==> src/include/afq_pkg.sv <==
// alert mask and fault queue package: register offsets, bit positions, reset values, timing
// assumes a 100 MHz core clock and a byte-wide register port at the printed offsets
package afq_pkg;

  // ------------------------------------------------------------
  // register offsets
  // ------------------------------------------------------------
  localparam logic [7:0] AFQ_ADDR_CONFIG_ONE = 8'h01;
  localparam logic [7:0] AFQ_ADDR_CONFIG_FOUR = 8'h04;
  localparam logic [7:0] AFQ_ADDR_CONVERSION_RATE = 8'h05;
  localparam logic [7:0] AFQ_ADDR_FAULT_QUEUE = 8'h06;
  localparam logic [7:0] AFQ_ADDR_TEMP_MASK = 8'h08;
  localparam logic [7:0] AFQ_ADDR_TRIP_MASK = 8'h09;
  localparam logic [7:0] AFQ_ADDR_FAN_MASK = 8'h0a;
  localparam logic [7:0] AFQ_ADDR_STATUS_ONE = 8'h4f;
  localparam logic [7:0] AFQ_ADDR_STATUS_TWO = 8'h50;
  localparam logic [7:0] AFQ_ADDR_STATUS_THREE = 8'h51;

  // ------------------------------------------------------------
  // field positions
  // ------------------------------------------------------------
  localparam int AFQ_BIT_COMPARATOR_MODE = 3;   // configuration one
  localparam int AFQ_BIT_REF_SELECT = 7;        // configuration four
  localparam int AFQ_BIT_TRIP_PERCENT = 4;      // trip mask and status two
  localparam int AFQ_BIT_TRIP_ASSERTED = 3;
  localparam int AFQ_BIT_TRIP_PIN_STATE = 2;
  localparam int AFQ_BIT_FAN_ONE_STALL = 7;     // fan mask and status three
  localparam int AFQ_BIT_FAN_ALARM = 6;
  localparam int AFQ_BIT_FAN_TWO_STALL = 5;
  localparam int AFQ_BIT_ALERT_LOW = 0;
  localparam logic [7:0] AFQ_TRIP_MASK_USED = 8'h1c;
  localparam logic [7:0] AFQ_FAN_MASK_USED = 8'he0;

  // ------------------------------------------------------------
  // reset values
  // ------------------------------------------------------------
  localparam logic [7:0] AFQ_RESET_CONFIG = 8'h00;
  localparam logic [7:0] AFQ_RESET_RATE = 8'h07;
  localparam logic [7:0] AFQ_RESET_QUEUE = 8'h00;
  localparam logic [7:0] AFQ_RESET_MASK = 8'h00;

  // ------------------------------------------------------------
  // conversion rate codes and queue depth
  // ------------------------------------------------------------
  localparam logic [7:0] AFQ_RATE_CODE_MAX = 8'h0a;      // 64 per second
  localparam logic [3:0] AFQ_RATE_CODE_SLOWEST = 4'h0;   // 0.0625 per second
  localparam logic [3:0] AFQ_RATE_CODE_NO_AVERAGE = 4'h8; // 16 per second and up
  localparam int AFQ_QUEUE_WIDTH = 3;
  localparam logic [2:0] AFQ_QUEUE_MAX = 3'h4;
  localparam int AFQ_CHANNELS = 3;

  // ------------------------------------------------------------
  // timing
  // ------------------------------------------------------------
  localparam longint AFQ_CLK_PERIOD_NS = 10;
  localparam longint AFQ_SLOWEST_LOOP_MS = 16000;       // one loop per 16 s at code 0x00
  localparam longint AFQ_SLOWEST_LOOP_CYCLES = AFQ_SLOWEST_LOOP_MS * 1000000 / AFQ_CLK_PERIOD_NS;

endpackage

==> src/logic/afq_alert_controller.sv <==
// alert generation: masks, sticky status, per-channel fault queues, fan fault pin, loop pacing
// assumes a byte register port fed by the serial slave and limit flags from the comparators,
// all on the same clock; pins are open drain, driven low while the enable is high
//
// Functional notes
// - a mask bit gates only the alert pin; status still records the fault
// - temperature mask bits 7..0: local hi/lo, remote one hi/lo/diode, remote two hi/lo/diode
// - trip mask: bit 4 on-time percent, bit 3 trip asserted, bit 2 pin state
// - trip pin state mask has no effect in comparator mode
// - fan mask: bit 7 fan one stall, bit 6 alarm speed, bit 5 fan two stall
// - dual-function pin defaults to fan fault output, on any stalled fan
// - configuration four bit 7 turns the pin into trip reference input
// - fault queue filters temperature channels only, and only in latched alert mode
// - each temperature channel counts consecutive out-of-limit readings; fill fires alert
// - queue depth from bits 3:0 by priority: 1, 2, 3 or 4 readings
// - queue counts run independently of status bits
// - queues clear on alert response, first status read, or reset
// - queue clear releases alert; alert returns when a queue refills
// - rate codes 0x00..0x0a give 0.0625 to 64 loops per second
// - averaging only below 16 conversions per second
// - a new rate takes effect when the running loop completes
// - status bits other than the alert bit are sticky until a read or alert response after the condition ends
// - configuration one bit 3: 0 latched alert mode, 1 comparator mode
module afq_alert_controller
  import afq_pkg::*;
#(
  parameter int unsigned SLOWEST_LOOP_CYCLES = 32'(AFQ_SLOWEST_LOOP_CYCLES)
)
(
  input wire logic clk,
  input wire logic srst,
  input wire logic [7:0] regAddr,
  input wire logic regWrite,
  input wire logic [7:0] regWriteData,
  input wire logic regRead,
  output logic [7:0] regReadData,
  input wire logic alertResponseDone,
  input wire logic [7:0] tempOutOfLimit,
  input wire logic [AFQ_CHANNELS-1:0] tempReading,
  input wire logic tripPercentExceeded,
  input wire logic tripAsserted,
  input wire logic thermalTripPinActive,
  input wire logic fanOneStall,
  input wire logic fanAlarmSpeed,
  input wire logic fanTwoStall,
  output logic alertOut,
  output logic alertOe,
  output logic fanFaultOut,
  output logic fanFaultOe,
  output logic thermalTripRefSelect,
  output logic averagingEnable,
  output logic loopStart,
  output logic [3:0] activeRate
);
  import afq_pkg::*;

  // ------------------------------------------------------------
  // decode helpers
  // ------------------------------------------------------------

  // folds the eight temperature sources into {local, remote one, remote two}
  function automatic logic [AFQ_CHANNELS-1:0] afq_channels(input logic [7:0] v);
    afq_channels = {v[7] | v[6], v[5] | v[4] | v[3], v[2] | v[1] | v[0]};
  endfunction

  // priority decode of the queue depth field
  function automatic logic [AFQ_QUEUE_WIDTH-1:0] afq_depth(input logic [3:0] code);
    if (code[3]) begin
      afq_depth = 3'h4;
    end else if (code[2]) begin
      afq_depth = 3'h3;
    end else if (code[1]) begin
      afq_depth = 3'h2;
    end else begin
      afq_depth = 3'h1;
    end
  endfunction

  // ------------------------------------------------------------
  // registers
  // ------------------------------------------------------------
  logic [7:0] configOne;
  logic [7:0] configFour;
  logic [7:0] conversion_rate_select;
  logic [7:0] fault_queue_depth;
  logic [7:0] temperature_alert_mask;
  logic [7:0] trip_alert_mask;
  logic [7:0] fan_alert_mask;
  logic [7:0] statusOne;
  logic [7:0] statusTwo;
  logic [7:0] statusThree;

  logic comparatorMode;
  logic readStatusOne;
  logic readStatusTwo;
  logic readStatusThree;
  logic queueClear;
  logic [7:0] tripLive;
  logic [7:0] fanLive;
  logic [AFQ_CHANNELS-1:0] queueFull;
  logic [AFQ_CHANNELS-1:0] tempLatch;
  logic [AFQ_CHANNELS-1:0] unmaskedChannel;
  logic [AFQ_CHANNELS-1:0] channelOutOfLimit;
  logic [AFQ_QUEUE_WIDTH-1:0] queueDepth;
  logic smbRequest;
  logic compRequest;
  logic [31:0] loopCount;
  logic [31:0] loopPeriod;

  assign comparatorMode = configOne[AFQ_BIT_COMPARATOR_MODE];
  assign readStatusOne = regRead && (regAddr == AFQ_ADDR_STATUS_ONE);
  assign readStatusTwo = regRead && (regAddr == AFQ_ADDR_STATUS_TWO);
  assign readStatusThree = regRead && (regAddr == AFQ_ADDR_STATUS_THREE);
  assign queueClear = alertResponseDone || readStatusOne;
  assign queueDepth = afq_depth(fault_queue_depth[3:0]);

  // live trip and fan sources placed at their status bit positions
  always_comb begin
    tripLive = 8'h00;
    tripLive[AFQ_BIT_TRIP_PERCENT] = tripPercentExceeded;
    tripLive[AFQ_BIT_TRIP_ASSERTED] = tripAsserted;
    tripLive[AFQ_BIT_TRIP_PIN_STATE] = thermalTripPinActive;
    fanLive = 8'h00;
    fanLive[AFQ_BIT_FAN_ONE_STALL] = fanOneStall;
    fanLive[AFQ_BIT_FAN_ALARM] = fanAlarmSpeed;
    fanLive[AFQ_BIT_FAN_TWO_STALL] = fanTwoStall;
  end

  // ------------------------------------------------------------
  // register writes
  // ------------------------------------------------------------

  // reserved bits of the trip and fan masks are never stored, so they read zero
  always_ff @(posedge clk) begin
    if (srst) begin
      configOne <= AFQ_RESET_CONFIG;
      configFour <= AFQ_RESET_CONFIG;                    // pin starts as fan fault
      conversion_rate_select <= AFQ_RESET_RATE;
      fault_queue_depth <= AFQ_RESET_QUEUE;
      temperature_alert_mask <= AFQ_RESET_MASK;
      trip_alert_mask <= AFQ_RESET_MASK;
      fan_alert_mask <= AFQ_RESET_MASK;
    end else if (regWrite) begin
      unique case (regAddr)
        AFQ_ADDR_CONFIG_ONE: begin
          configOne <= regWriteData;
        end
        AFQ_ADDR_CONFIG_FOUR: begin
          configFour <= regWriteData;
        end
        AFQ_ADDR_CONVERSION_RATE: begin
          conversion_rate_select <= regWriteData;
        end
        AFQ_ADDR_FAULT_QUEUE: begin
          fault_queue_depth <= regWriteData;
        end
        AFQ_ADDR_TEMP_MASK: begin
          temperature_alert_mask <= regWriteData;
        end
        AFQ_ADDR_TRIP_MASK: begin
          trip_alert_mask <= regWriteData & AFQ_TRIP_MASK_USED;
        end
        AFQ_ADDR_FAN_MASK: begin
          fan_alert_mask <= regWriteData & AFQ_FAN_MASK_USED;
        end
        default: begin
        end
      endcase
    end
  end

  // ------------------------------------------------------------
  // register reads
  // ------------------------------------------------------------

  // data is ready the cycle after the read strobe; unmapped offsets read zero
  always_ff @(posedge clk) begin
    if (srst) begin
      regReadData <= 8'h00;
    end else if (regRead) begin
      unique case (regAddr)
        AFQ_ADDR_CONFIG_ONE: regReadData <= configOne;
        AFQ_ADDR_CONFIG_FOUR: regReadData <= configFour;
        AFQ_ADDR_CONVERSION_RATE: regReadData <= conversion_rate_select;
        AFQ_ADDR_FAULT_QUEUE: regReadData <= fault_queue_depth;
        AFQ_ADDR_TEMP_MASK: regReadData <= temperature_alert_mask;
        AFQ_ADDR_TRIP_MASK: regReadData <= trip_alert_mask;
        AFQ_ADDR_FAN_MASK: regReadData <= fan_alert_mask;
        AFQ_ADDR_STATUS_ONE: regReadData <= statusOne;
        AFQ_ADDR_STATUS_TWO: regReadData <= statusTwo;
        AFQ_ADDR_STATUS_THREE: regReadData <= statusThree;
        default: regReadData <= 8'h00;
      endcase
    end
  end

  // ------------------------------------------------------------
  // sticky status
  // ------------------------------------------------------------

  // a source that is still out of limit sets its bit again in the clearing cycle, so a
  // read only clears a bit whose condition has gone; masks never touch these bits
  always_ff @(posedge clk) begin
    if (srst) begin
      statusOne <= 8'h00;
      statusTwo <= 8'h00;
    end else begin
      statusOne <= tempOutOfLimit
        | (statusOne & ~{8{readStatusOne || alertResponseDone}});
      statusTwo <= tripLive
        | (statusTwo & ~{8{readStatusTwo || alertResponseDone}});
    end
  end

  // fan bits are sticky, the alert bit mirrors the pin state
  always_ff @(posedge clk) begin
    if (srst) begin
      statusThree <= 8'h00;
    end else begin
      statusThree <= (fanLive
        | (statusThree & AFQ_FAN_MASK_USED & ~{8{readStatusThree || alertResponseDone}}));
      statusThree[AFQ_BIT_ALERT_LOW] <= alertOe;
    end
  end

  // ------------------------------------------------------------
  // fault queues, one per temperature channel
  // ------------------------------------------------------------
  genvar ch;
  generate
    for (ch = 0; ch < AFQ_CHANNELS; ch++) begin : gQueue
      afq_fault_queue uQueue (
        .clk(clk),
        .srst(srst),
        .queueClear(queueClear),
        .reading(tempReading[ch]),
        .outOfLimit(channelOutOfLimit[ch]),
        .depth(queueDepth),
        .full(queueFull[ch])
      );
    end
  endgenerate

  assign unmaskedChannel = afq_channels(tempOutOfLimit & ~temperature_alert_mask);
  assign channelOutOfLimit = afq_channels(tempOutOfLimit);

  // a channel latches its alert when its queue fills on an unmasked source; a queue clear
  // wins here, otherwise the still-full flag of the clearing cycle would re-arm the latch
  always_ff @(posedge clk) begin
    if (srst) begin
      tempLatch <= '0;
    end else if (queueClear || comparatorMode) begin
      tempLatch <= '0;
    end else begin
      tempLatch <= tempLatch | (queueFull & unmaskedChannel);
    end
  end

  // ------------------------------------------------------------
  // alert request
  // ------------------------------------------------------------

  // latched mode: temperature through the queues, others from sticky status;
  // comparator mode: live unmasked flags, trip pin state excluded
  always_comb begin
    smbRequest = (|tempLatch)
      | (|(statusTwo & AFQ_TRIP_MASK_USED & ~trip_alert_mask))
      | (|(statusThree & AFQ_FAN_MASK_USED & ~fan_alert_mask));
    compRequest = (|(tempOutOfLimit & ~temperature_alert_mask))
      | (tripPercentExceeded & ~trip_alert_mask[AFQ_BIT_TRIP_PERCENT])
      | (tripAsserted & ~trip_alert_mask[AFQ_BIT_TRIP_ASSERTED])
      | (|(fanLive & ~fan_alert_mask));
  end

  // open-drain alert: the level is always low, the enable pulls the line
  always_ff @(posedge clk) begin
    if (srst) begin
      alertOut <= 1'b0;
      alertOe <= 1'b0;
    end else begin
      alertOut <= 1'b0;
      alertOe <= comparatorMode ? compRequest : smbRequest;
    end
  end

  // ------------------------------------------------------------
  // dual-function fan fault pin
  // ------------------------------------------------------------

  // in reference mode the driver is parked so the pin can carry the reference voltage
  always_ff @(posedge clk) begin
    if (srst) begin
      fanFaultOut <= 1'b0;
      fanFaultOe <= 1'b0;
      thermalTripRefSelect <= 1'b0;
    end else begin
      fanFaultOut <= 1'b0;
      fanFaultOe <= !configFour[AFQ_BIT_REF_SELECT] && (fanOneStall || fanTwoStall);
      thermalTripRefSelect <= configFour[AFQ_BIT_REF_SELECT];
    end
  end

  // ------------------------------------------------------------
  // measurement loop pacing
  // ------------------------------------------------------------

  // each code doubles the rate, so the period is the slowest period halved per step
  assign loopPeriod = SLOWEST_LOOP_CYCLES >> activeRate;

  // the rate is only sampled at a loop boundary so a loop never runs at two speeds;
  // the trade-off is a slow loop delays a faster new rate by up to 16 s
  always_ff @(posedge clk) begin
    if (srst) begin
      loopCount <= 32'h0;
      loopStart <= 1'b0;
      activeRate <= AFQ_RESET_RATE[3:0];
    end else if (loopCount >= loopPeriod - 32'h1) begin
      loopCount <= 32'h0;
      loopStart <= 1'b1;
      if (conversion_rate_select > AFQ_RATE_CODE_MAX) begin
        activeRate <= AFQ_RATE_CODE_SLOWEST;
      end else begin
        activeRate <= conversion_rate_select[3:0];
      end
    end else begin
      loopCount <= loopCount + 32'h1;
      loopStart <= 1'b0;
    end
  end

  // averaging follows the rate in force, not the one just written
  always_ff @(posedge clk) begin
    if (srst) begin
      averagingEnable <= 1'b1;
    end else begin
      averagingEnable <= (activeRate < AFQ_RATE_CODE_NO_AVERAGE);
    end
  end

endmodule

==> src/logic/afq_fault_queue.sv <==
// one temperature channel fault queue: counts consecutive out-of-limit readings
// assumes reading strobes and flags come from the measurement engine on the same clock
module afq_fault_queue
  import afq_pkg::*;
(
  input wire logic clk,
  input wire logic srst,
  input wire logic queueClear,
  input wire logic reading,
  input wire logic outOfLimit,
  input wire logic [AFQ_QUEUE_WIDTH-1:0] depth,
  output logic full
);

  logic [AFQ_QUEUE_WIDTH-1:0] count;
  logic [AFQ_QUEUE_WIDTH-1:0] next_count;

  // ------------------------------------------------------------
  // consecutive count, saturating so a long fault never wraps
  // ------------------------------------------------------------
  always_comb begin
    next_count = count;
    if (queueClear) begin
      next_count = '0;
    end else if (reading) begin
      if (!outOfLimit) begin
        next_count = '0;                                 // an in-limit reading breaks the run
      end else if (count != AFQ_QUEUE_MAX) begin
        next_count = count + 3'h1;
      end
    end
  end

  // counter and fill flag, independent of any status bit
  always_ff @(posedge clk) begin
    if (srst) begin
      count <= '0;
      full <= 1'b0;
    end else begin
      count <= next_count;
      full <= (next_count != '0) && (next_count >= depth);
    end
  end

endmodule

==> config.mk <==
export PLATFORM = sky130hd
export DESIGN_NAME = afq_alert_controller
export DESIGN_NICKNAME = d
export VERILOG_FILES = /design/src/include/afq_pkg.sv /design/src/logic/afq_alert_controller.sv /design/src/logic/afq_fault_queue.sv
export SDC_FILE = /design/constraint.sdc
export NUM_CORES = 1
export LEC_CHECK = 0
export ABC_CLOCK_PERIOD_IN_PS = 4200
export BUFFER_PORTS_ARGS = -buffer_cell sky130_fd_sc_hd__buf_4
export CORE_ASPECT_RATIO = 1.25
export CORE_MARGIN = 2
export CORE_UTILIZATION = 29
export CTS_CLUSTER_DIAMETER = 30
export CTS_CLUSTER_SIZE = 28
export DETAILED_ROUTE_END_ITERATION = 10
export PLACE_DENSITY_LB_ADDON = 0.25
export SYNTH_ARGS = -nofsm -noshare
export SYNTH_HDL_FRONTEND = slang
export SYNTH_HIERARCHICAL = 1
export SYNTH_SLANG_ARGS = --single-unit
==> constraint.sdc <==
create_clock -name clk -period 4.2 [get_ports clk]
set_clock_uncertainty 0.05 [all_clocks]
set_input_delay 0.42 -clock clk [delete_from_list [all_inputs] [get_ports clk]]
set_output_delay 0.42 -clock clk [all_outputs]
set_load 0.02 [all_outputs]
-- Yosys cells after proc, flatten, opt, wreduce, memory -nomap -nowiden
Cells that the tools add are included.
- register bits: 134
- latch bits: 0
- memory bits (writable): 0
- bits in read-only memories: 0
- bits of input ports: 38
- logic and storage cells: 136
- memories: 0
- add/subtract/negate cells: 5
- $mul: 0
- div/mod/pow operators: 0
- order comparisons: 6
- equal/unequal tests: 13
- shift operators: 1
- multiplexer cells: 19
- bitwise logic cells: 37
- reduce and logical (&&, ||, !) cells: 30
- operators by type and width (kind ; count):
    $pmux 8 s10 ; 1
    $and 8x8->8 ; 6
    $mux 3 ; 14
    $not 8->8 ; 5
    $add 32x1->32 const B ; 1
    $ge 32x32->1 ; 1
    $reduce_or 8->1 ; 4
    $shr 31x4->32 const A ; 1
    $sub 32x1->32 const B ; 1
    $eq 8x3->1 const B ; 3
    $eq 8x4->1 const B ; 3
    $eq 8x7->1 const B ; 3
    $or 8x8->8 ; 2
    $or 1x1->1 ; 15
    $reduce_and 2->1 ; 7
    $add 3x1->3 const B ; 3
    $ge 3x3->1 ; 3
    $ne 3x3->1 const B ; 3
    $reduce_bool 3->1 ; 3
    $and 5x8->8 ; 1
    $eq 8x1->1 const B ; 1
    $gt 8x4->1 const B ; 1
    $not 5->8 ; 1
    $or 5x8->8 ; 1
    other kinds (13) ; 27

-- Logic depth before layout (Yosys ltp)
- depth after elaboration: 7
- mapped depth: 18

-- Modules after synthesis
The synthesis kept the hierarchy.
- by module, submodules not included (module ; times used ; cells an instance ; area an instance (um^2) ; sequential area each (um^2)):
    afq_alert_controller ; 1 ; 758 ; 6309.8 ; 2362.3
    afq_fault_queue ; 3 ; 35 ; 282.8 ; 80.1

-- Worst setup path before layout
OpenSTA, ideal clock, no wires.
- path kind: register to register
- from: reg activeRate[2]
- to: reg activeRate[3]
- library setup time: 0.072 ns
- arrival: 3.570 ns
- path slack: 0.508 ns
- cell stages (with the launch flop): 19
- path buffers: 5
- clock period less this slack: 3.692 ns
- path through: dfxtp_1 > clkbuf_1 > clkbuf_1 > clkbuf_1 > nand2_1 > ha_1 > clkbuf_1 > nor2_1 > o21ai_0 > a21oi_1 > o31a_1 > ha_1 > nand2_1 > o21a_1 > nor3_1 > o31ai_1 > and2_0 > clkbuf_1 > mux2i_1
- longest elaborated chain between the ends: 3
- ends and longest elaborated chain (element ; line ; text):
    start, declared ; afq_alert_controller.sv:53 ; output logic [3:0] activeRate
    start signal, assigned ; afq_alert_controller.sv:316 ; activeRate <= AFQ_RESET_RATE[3:0];
    start signal, assigned ; afq_alert_controller.sv:323 ; activeRate <= conversion_rate_select[3:0];
    $shr 31x4->32 ; afq_alert_controller.sv:308 ; assign loopPeriod = SLOWEST_LOOP_CYCLES >> activeRate;
    $sub 32x1->32 ; afq_alert_controller.sv:317 ; end else if (loopCount >= loopPeriod - 32'h1) begin
    $ge 32x32->1 ; afq_alert_controller.sv:317 ;
Every way passes these cells.
A chain may end at the register's enable or synchronous reset.

-- Worst setup path in the final report
Same ends and word-level chain as after synthesis.

==> flow_summary.ini <==
[setup_path]
worstPathMaxFanout = 22
worstPathRequired_ps = 4500
startpoint_type = flop
end_kind = flop
path_class = flop to flop
crit_arrival_ps = 4030

[route]
vias = 6272
drtIter0Drc = 491
viasPerCell = 5.030
routedWlPerCell_um = 16.80
dr.pass1.iters = 5
drc = 0
ant_nets = 0
wirelength_um = 20950

[power]
p_leak_nw = 3.518
vdd_drop_max_uv = 270.4
p_per_area_nw_per_um2 = 343.4

[sta]
finalMaxSlewViolations = 0
tightest_slew_ps = 919.7
layout_setup_ws_ps = 470.9
maxSlewHeadroom = 0.3846
setup_viol = 0
rsz0062_at_grt = false
finalHoldViolations = 0
tns_ps = 0
fmaxAchievable_ghz = 0.2682
fin_crit_sh = 0.8879
period_needed_ps = 3729

[die]
io_pins = 57
dieWidth_um = 144.5
initial_core_util = 0.2940
rows = 64
core_area_um2 = 24340
die_h_um = 179.7
dieArea_um2 = 25960

[placement]
pre_cts_ws_ps = 538.5
dp_hpwl_um = 15810
globalplace.congestion = 0.8469
port_buffers = 54
dpl.cell_count = 1216

[logic_synthesis]
yosysTopAreaCell = dfxtp_1
synth_cells = 863
avgSynthCellArea_um2 = 8.294
async_reset_ff_frac = 0
synth_common_cells = nor2_1 (133), dfxtp_1 (130), a21oi_1 (68), nand2_1 (65), mux2i_1 (51)
synthesis.area_um2 = 7158
synth_area_leaders = dfxtp_1 (36%), ha_1 (8.6%), mux2i_1 (7.1%)
synth_edf_count = 0
synth_top_area_frac = 0.3636
yosysMostFrequentCell = nor2_1
ys_warn_count = 6
yosysUniqueCellTypes = 64
synth_flop_cell = dfxtp_1
synth-seq-cells = 130
ys_seq_area_frac = 0.3636

[cells_and_area]
fin_cells = 1247
drive_above_1_share = 0.1385
utilization = 0.3464
area_growth_pct = 17.79
n_antenna_cell = 0
finalNetCount = 992
n_fill_cell = 2588

[clock_tree]
cts_hold_buffers = 0
clk_latency_ps = 420
htree_levels = 4
cts.sinks = 130
clk_pin_slew_ps = 60
cts_buffers = 17
clockRootBuffer = clkbuf_16
clockBufferDepth = 2
cts_setup_buffers = 0
cts_resized = 0
cts_tree = built

[global_route]
grt_max_degree = 64
gr-usage-met1 = 0.1993
grt_util_met3 = 0.02477
grt_pass1_wl_um = 33380
grt-busiest-layer = met2
grt_usage = 0.1668
grt-ovfl-total = 0
antenna_found_initial = 0
grt_pass1_vias = 6118
met2_usage = 0.2853

[outcome]
status = finished, final reports clean

[job]
maxCapViolations = 0

[hold_path]
hold_path_class = input pin to flop
## final cells by class
| type | count | area [um2] | share of cell area |
|---|---|---|---|
| Multi-Input combinational cell | 646 | 4203 | 0.4984 |
| Sequential cell | 130 | 2603 | 0.3087 |
| Timing Repair Buffer | 62 | 465.4 | 0.05520 |
| Clock buffer | 18 | 429.2 | 0.05090 |
| Tap cell | 330 | 412.9 | 0.04897 |
| Inverter | 48 | 180.2 | 0.02137 |
| Clock inverter | 13 | 138.9 | 0.01647 |
## layout by cell type (no fill, tap or decap), types with 4 or more instances in the layout
cell        synthesis  layout
xor2_1              9       9
nand3_1            27      27
nand2_1            65      65
inv_1              46      46
a22oi_1             7       7
xnor2_1            22      22
nor2_1            133     133
clkbuf_16           0      17
a222oi_1            4       4
o21ai_0            24      24
ha_1               49      49
nor2b_1             6       6
nor3_1             16      16
and3_1             19      19
nor4_1              7       7
a31oi_1             6       6
a211o_1             5       5
o22ai_1             9       9
clkinvlp_4          0       5
a221oi_1            8       8
a21o_1              6       6
a21oi_1            68      68
dfxtp_1           130     130
buf_4               5      62
or2_2               8       8
mux2_2              6       6
a211oi_1            6       6
or3_1               5       5
nor2_2              4       4
nand4_1            12      12
a22o_1              6       6
mux2i_1            51      51
nand2b_1            9       9
## critical path, stage by stage, from the launching register on
cell and delay (ps):
dfxtp_1 740, buf_4 270, nor2b_1 260, mux2_2 220, nand4_1 100, ha_1 320
nand4_1 170, nor2_1 70, a221o_1 320, a211oi_1 560, and2_0 370, mux2i_1 200
## power breakdown
part	internal (W)	switching, W	total, W	leakage, nW
registers	0.00125	0.0000148	0.00127	1.05
logic	0.0000678	0.000112	0.000180	2.20
clock network	0.000869	0.000582	0.00145	0.264
## layer usage
layer  routed length (um)  share of wire
met4                  920          0.044
met5                    0              0
met1                 8959           0.43
met2                10520           0.50
met3                  549          0.026
## logic make-up after synthesis
group,after synthesis,synth area share
flops,130,0.3636
simple gates,326,0.2150
buf+inv,88,0.04982
mux,57,0.08075
fa+ha+maj,49,0.08565
compound gates,180,0.1662
other cells,2,0.001049
xor+xnor,31,0.03793
## sequential cells by signal, summed over array words and instances, names as in the netlist, 8 cells and up
| register | flops |
|---|---|
| configFour | 8 |
| configOne | 8 |
| conversion_rate_select | 8 |
| fault_queue_depth | 8 |
| gQueue.uQueue/count | 9 |
| loopCount | 32 |
| regReadData | 8 |
| statusOne | 8 |
| statusTwo | 8 |
| temperature_alert_mask | 8 |
## stage by stage
| step | hold slack (ps) | instance area (um2) | power, W |
|---|---|---|---|
| detailed placement | 400.5 | 7864 | 0.001474 |
| global placement | 389.4 | 7864 | 0.001473 |
| finish | 167.8 | 8432 | 0.002896 |
| global route | 184.2 | 8432 | 0.002989 |
| CTS | 156.7 | 8432 | 0.002928 |
| floorplan | 379.7 | 7162 | 0.001390 |
## path summary, 6_finish.rpt
kind,cells after the start,end,from,slack (ps)
worst min-delay path,3,statusTwo[2]$_SDFF_PP0_,thermalTripPinActive,170
worst min register to register,1,loopCount[0]$_SDFF_PP0_,loopCount[0]$_SDFF_PP0_,420
worst max-delay path,11,activeRate[3]$_SDFFE_PP0P_,activeRate[2]$_SDFFE_PP1P_,470
worst max register to register,11,activeRate[3]$_SDFFE_PP0P_,activeRate[2]$_SDFFE_PP1P_,470
No activity file was read; power rests on OpenSTA's default activity.
